--- src/rtl/ebtc_consts.svh ---
`ifndef EBTC_CONSTS_SVH
`define EBTC_CONSTS_SVH

// counter width, prescale select width, counter limit and reset values
`define EBTC_CNT_W      8
`define EBTC_PS_W       3
`define EBTC_CNT_MAX    8'hff
`define EBTC_CNT_RST    8'h00
`define EBTC_PRE_RST    8'h00
// increment hold-off after a software write, in instruction cycles
`define EBTC_HOLD_CYC   2'h2
`define EBTC_HOLD_RST   2'h0

`endif

--- src/rtl/ebtc_pkg.sv ---
package ebtc_pkg;
  `include "ebtc_consts.svh"

  typedef logic [`EBTC_CNT_W-1:0] ebtc_cnt_t;
  typedef logic [`EBTC_PS_W-1:0]  ebtc_ps_t;

  typedef enum logic [1:0] {
    EBTC_HOLD_IDLE = 2'b00,
    EBTC_HOLD_ONE  = 2'b01,
    EBTC_HOLD_TWO  = 2'b10
  } ebtc_hold_e;
endpackage

--- src/rtl/ebtc_prescaler.sv ---
`timescale 1ns/1ps
`include "ebtc_consts.svh"

// ---------------------------------------------------------------
// prescaler: divides count ticks by 2^(ps+1)
// ---------------------------------------------------------------
module ebtc_prescaler
  import ebtc_pkg::*;
(
  // clock and reset
  input  wire logic     i_clk,
  input  wire logic     i_resetn,
  // control
  input  wire logic     i_clear,
  input  wire logic     i_tick,
  input  wire ebtc_ps_t i_ps,
  // output
  output logic          o_tick
);

  logic [7:0] pre_q;
  logic [7:0] pre_d;
  logic [7:0] mask;

  // dedicated prescaler, no sharing with any watchdog
  always_comb begin
    pre_d  = pre_q + 8'h01;
    mask   = 8'((9'h002 << i_ps) - 9'h001);
    o_tick = i_tick && ((pre_q & mask) == mask);
  end

  always_ff @(posedge i_clk) begin
    if (!i_resetn || i_clear) begin
      pre_q <= `EBTC_PRE_RST;
    end else if (i_tick) begin
      pre_q <= pre_d;
    end
  end

endmodule

--- src/rtl/ebtc_timer.sv ---
`timescale 1ns/1ps
`include "ebtc_consts.svh"

// Behaviour
// - one 8-bit register, timer or counter
// - bypassed prescaler, internal source: count every cycle
// - source select set: count external input edges
// - edge select picks rising or falling edge
// - write blocks counting two following cycles
// - separate 8-bit prescaler before the counter
// - overflow offered as gate for 16-bit timer
module ebtc_timer
  import ebtc_pkg::*;
(
  // clock and reset
  input  wire logic     i_clk,
  input  wire logic     i_resetn,
  // configuration
  input  wire logic     i_count_source_select,
  input  wire logic     i_source_edge_select,
  input  wire logic     i_prescaler_bypass,
  input  wire ebtc_ps_t i_prescale_sel,
  // software write of the count register
  input  wire logic     i_wr_en,
  input  wire ebtc_cnt_t i_wr_data,
  // overflow flag clear
  input  wire logic     i_flag_clear,
  // external pin
  input  wire logic     i_external_count_input,
  // status
  output ebtc_cnt_t     o_count_register,
  output logic          o_overflow_flag,
  output logic          o_overflow_gate
);

  ebtc_cnt_t  cnt_q;
  logic       ext_q;
  logic       flag_q;
  logic       gate_q;
  ebtc_hold_e hold_q;
  logic       ext_edge;
  logic       src_tick;
  logic       pre_tick;
  logic       inc;
  logic       roll;

  // ---------------------------------------------------------------
  // source selection
  // ---------------------------------------------------------------
  always_ff @(posedge i_clk) begin
    if (!i_resetn) begin
      ext_q <= 1'b0;
    end else begin
      ext_q <= i_external_count_input;
    end
  end

  // edge select 0 = rising, 1 = falling
  // limitation: a pin level shorter than one clock is missed unless it spans a rising clock edge
  always_comb begin
    ext_edge = i_source_edge_select ? (ext_q && !i_external_count_input)
                                    : (!ext_q && i_external_count_input);
    src_tick = i_count_source_select ? ext_edge : 1'b1;
  end

  // writes clear the prescaler so a load always starts a whole prescaler period
  ebtc_prescaler u_pre (
    .i_clk    (i_clk),
    .i_resetn (i_resetn),
    .i_clear  (i_wr_en),
    .i_tick   (src_tick),
    .i_ps     (i_prescale_sel),
    .o_tick   (pre_tick)
  );

  // ---------------------------------------------------------------
  // write hold-off
  // ---------------------------------------------------------------
  // a reload during hold-off restarts the two-cycle window
  always_ff @(posedge i_clk) begin
    if (!i_resetn) begin
      hold_q <= EBTC_HOLD_IDLE;
    end else if (i_wr_en) begin
      hold_q <= EBTC_HOLD_TWO;
    end else begin
      unique case (hold_q)
        EBTC_HOLD_TWO:  hold_q <= EBTC_HOLD_ONE;
        EBTC_HOLD_ONE:  hold_q <= EBTC_HOLD_IDLE;
        EBTC_HOLD_IDLE: hold_q <= EBTC_HOLD_IDLE;
        default:        hold_q <= EBTC_HOLD_IDLE;
      endcase
    end
  end

  // ---------------------------------------------------------------
  // counter
  // ---------------------------------------------------------------
  always_comb begin
    inc  = (i_prescaler_bypass ? src_tick : pre_tick)
           && !i_wr_en && (hold_q == EBTC_HOLD_IDLE);
    roll = inc && (cnt_q == `EBTC_CNT_MAX);
  end

  // software picks the loaded value to absorb the hold-off
  always_ff @(posedge i_clk) begin
    if (!i_resetn) begin
      cnt_q <= `EBTC_CNT_RST;
    end else if (i_wr_en) begin
      cnt_q <= i_wr_data;
    end else if (inc) begin
      cnt_q <= cnt_q + 8'h01;
    end
  end

  // set wins over a clear in the same cycle
  always_ff @(posedge i_clk) begin
    if (!i_resetn) begin
      flag_q <= 1'b0;
    end else if (roll) begin
      flag_q <= 1'b1;
    end else if (i_flag_clear) begin
      flag_q <= 1'b0;
    end
  end

  // one-cycle overflow pulse for the 16-bit timer's gate mux
  always_ff @(posedge i_clk) begin
    if (!i_resetn) begin
      gate_q <= 1'b0;
    end else begin
      gate_q <= roll;
    end
  end

  assign o_count_register = cnt_q;
  assign o_overflow_flag  = flag_q;
  assign o_overflow_gate  = gate_q;
endmodule

--- config.mk ---
export PLATFORM = sky130hd
export DESIGN_NAME = ebtc_timer
export DESIGN_NICKNAME = d
export VERILOG_FILES = /design/src/rtl/ebtc_pkg.sv /design/src/rtl/ebtc_prescaler.sv /design/src/rtl/ebtc_timer.sv
export VERILOG_INCLUDE_DIRS = /design/src /design/src/rtl
export SDC_FILE = /design/constraint.sdc
export NUM_CORES = 1
export LEC_CHECK = 0
export BUFFER_PORTS_ARGS = -buffer_cell sky130_fd_sc_hd__buf_2
export CELL_PAD_IN_SITES_DETAIL_PLACEMENT = 1
export CELL_PAD_IN_SITES_GLOBAL_PLACEMENT = 2
export CORE_MARGIN = 2
export CORE_UTILIZATION = 30
export DETAILED_ROUTE_END_ITERATION = 16
export HOLD_SLACK_MARGIN = 0.12
export PLACE_DENSITY = 0.75
export SLEW_MARGIN = 20
export SYNTH_ARGS = -nofsm -noshare
export SYNTH_HDL_FRONTEND = slang
export SYNTH_HIERARCHICAL = 1
export SYNTH_SLANG_ARGS = --single-unit
--- constraint.sdc ---
create_clock -name i_clk -period 3.6 [get_ports i_clk]
set_input_delay 0.54 -clock i_clk [delete_from_list [all_inputs] [get_ports i_clk]]
set_output_delay 0.54 -clock i_clk [all_outputs]
set_load 0.005 [all_outputs]
==> results.yml <==
clocking:
  cts_setup_buffers: 0
  htree_levels: 1
  cts_tree: "done"
  cts.sinks: 21
  cts.hold.buffers_added: 0
  worstSkewPairLatency_ns: 0.26
  cts_resized: 0
  root_buffer: "clkbuf_8"
  cts_buffers: 3
  clock_path_buffers: 2
  clk_pin_slew_ns: 0.08
global_routing:
  first_global_vias: 1122
  grt_pass1_wl_um: 5130
  grt_max_degree: 15
  grt_overflow: 0
  grt.total_usage_pct: 15.0
  antenna_found_initial: 0
logic_synthesis:
  yosysTopAreaCellShare_pct: 36.6
  ys_ff_latch: 21
  syn_area_sq_um: 1150
  synthArstFlopShare_pct: 0
  synth-edff-count: 0
  synth_nets: 156
  synth_xor_area_share_pct: 4.57
  synth_compound_gate_area_share_pct: 24.2
  synthDistinctLibCells: 41
  synthAdderAreaFrac_pct: 3.26
  synthSimpleGateAreaFrac_pct: 25.9
  synth_top_family_by_area: "simple AND/OR/NAND/NOR gates"
  yosys-top-cells-count: "dfxtp_1, o21ai_0, a31oi_1, nand2_1, nor2_1"
  yosys-top-cells-area: "dfxtp_1, o21ai_0, a31oi_1"
  synth_mux_area_share_pct: 0.871
  synthCells: 134
  syn_avg_cell_area_sq_um: 8.58
  synth_top_cell_by_area: "dfxtp_1"
  synth_ff_type: "dfxtp_1"
  synth_most_common_cell: "dfxtp_1"
  seq_area_frac_synth_pct: 36.6
  yosysWarningCount: 6
critical_path:
  worstPathRequired_ns: 3.79
  rr_startpoint: "ext_q$_SDFF_PN0_"
  cp_cell_sequence: "buf_2, nor2_2, nand2_1, ha_1, nor3b_1, a311o_1, a2111oi_2, or2_2, nand2_1, or4_1, a31oi_1"
  path_class: "in -> reg"
  crit_start: "i_prescale_sel[2]"
  critPathSlowestCell: "or4_1"
  slowest_delay_ns: 0.54
  startpoint_type: "input pin"
  cp_data_arrival_time_ns: 3.06
  cp_top_family: "simple AND/OR/NAND/NOR gates"
  worstSetupEndpointType: "flip-flop"
  critPathMaxFanout: 9
  path_buf_inv: 1
  crit_path_frequent_cell: "nand2_1"
detailed_routing:
  vias: 1142
  avgViaCountPerCell: 5.46
  first_pass_iters: 6
  drc: 0
  drtAntennaViolNets: 0
  routed_wl_um: 3000
  wl_per_cell_um: 14.4
  drtIter0Drc: 26
power_and_ir_drop:
  pwr_density_cell_nw_per_um2: 351
  peakVddDrop_uv: 113
  total_power_w: 0.000481
  p_leak_nw: 0.517
die:
  core_sq_um: 3660
  row_count: 22
  die_area_sq_um: 4340
  die_y_um: 65.9
  die_x_um: 65.9
  initial_core_util_pct: 31.4
  num_io_pins: 29
cells_and_area:
  fillers: 466
  drive_gt1_share_pct: 24.2
  final_cells: 209
  final_nets: 184
  area_growth_pct: 19.0
  num_antenna_cells: 0
timing:
  tightest_slew_ns: 0.449
  relSlewSlack_pct: 69.7
  fmax_mhz: 349
  period_minus_slack_ns: 2.87
  fin_skew_ns: 0.00323
  grt_setup_unrepaired: "no"
  finalCritPeriodShare_pct: 79.6
  drv_slew: 0
  finalSetupViolCount: 0
  final.setup.tns_ns: 0
  hold_viol: 0
min_path:
  hold_start: "hold_q[0]$_SDFF_PP0_"
  hp-class: "reg -> reg"
job:
  drv_cap: 0
placed_design:
  port_buffers: 28
  post-dp-hpwl_um: 2340
  dp.cells: 205
  routabilityCongestion: 0.790
run_status:
  outcome: "completed"
[where the power goes]
part	total [W]	switching (W)	leakage, nW	internal, W
logic	0.0000726	0.0000410	0.319	0.0000316
registers	0.000251	0.00000961	0.172	0.000241
clock network	0.000158	0.0000804	0.0255	0.0000771
[cells in the final DEF (no fill, tap or decap), types with 2 or more instances in the layout]
master and instances:
or3_1 4, xnor2_1 3, ha_1 3, nor2b_1 2, or4_1 4, a21oi_1 4, o31ai_1 4, clkbuf_8 3
and4_1 2, dfxtp_1 21, a31oi_1 8, nand2b_1 2, nand2_1 8, o211ai_1 3, nand4_1 6, nor3b_1 2
buf_2 28, nor2_1 8, o21ai_0 15, xor2_1 3, nand3_1 2, inv_1 5, and2_1 3
[metal layers]
metal	GRT usage (%)	share of wire, %	up-vias
met5	0	0	-
met4	3.91	0.73	0
met3	2.39	3.6	4
met2	25.9	49	31
met1	19.2	46	540
li1	-	-	567
[per-stage QoR]
stage	setup WS [ns]	util (%)	cell area (sq um)	hold WS [ns]
after floorplan	0.721	-	1150	0.399
after global placement	0.526	36.1	1320	0.411
after detailed placement	0.455	36.1	1320	0.423
after CTS	0.728	37.4	1370	0.432
after global routing	0.555	37.4	1370	0.457
final	0.734	37.4	1370	0.429
[cell families after synthesis]
kind of cell / after synthesis
flops: 21
compound gates: 42
buf+inv: 11
simple gates: 50
mux: 1
fa+ha+maj: 3
xor+xnor: 6
[area by class of cell]
type	instances	area [sq um]	area share [%]
inverters	5	18.8	1.37
repair buffers	29	148	10.8
multi-input cells	102	676	49.4
clock buffers	3	41.3	3.02
clock inverters	1	5.00	0.366
well taps	48	60.1	4.39
flip-flops and latches	21	420	30.7
[path summary, 6_finish.rpt]
kind,depth (start not counted),slack (ns),end
worst max register to register,9,0.85,o_count_register[4]$_SDFFE_PN0P_
worst max-delay path,11,0.73,o_count_register[4]$_SDFFE_PN0P_
worst min register to register,1,0.43,hold_q[0]$_SDFF_PP0_
worst min-delay path,1,0.43,hold_q[0]$_SDFF_PP0_
[flip-flops by register name (all words and copies together) (netlist names)]
name              flops
ext_q                 1
o_overflow_gate       1
u_pre/pre_q           8
hold_q                2
o_overflow_flag       1
o_count_register      8
Note: power is estimated with default switching activity, not from simulation.
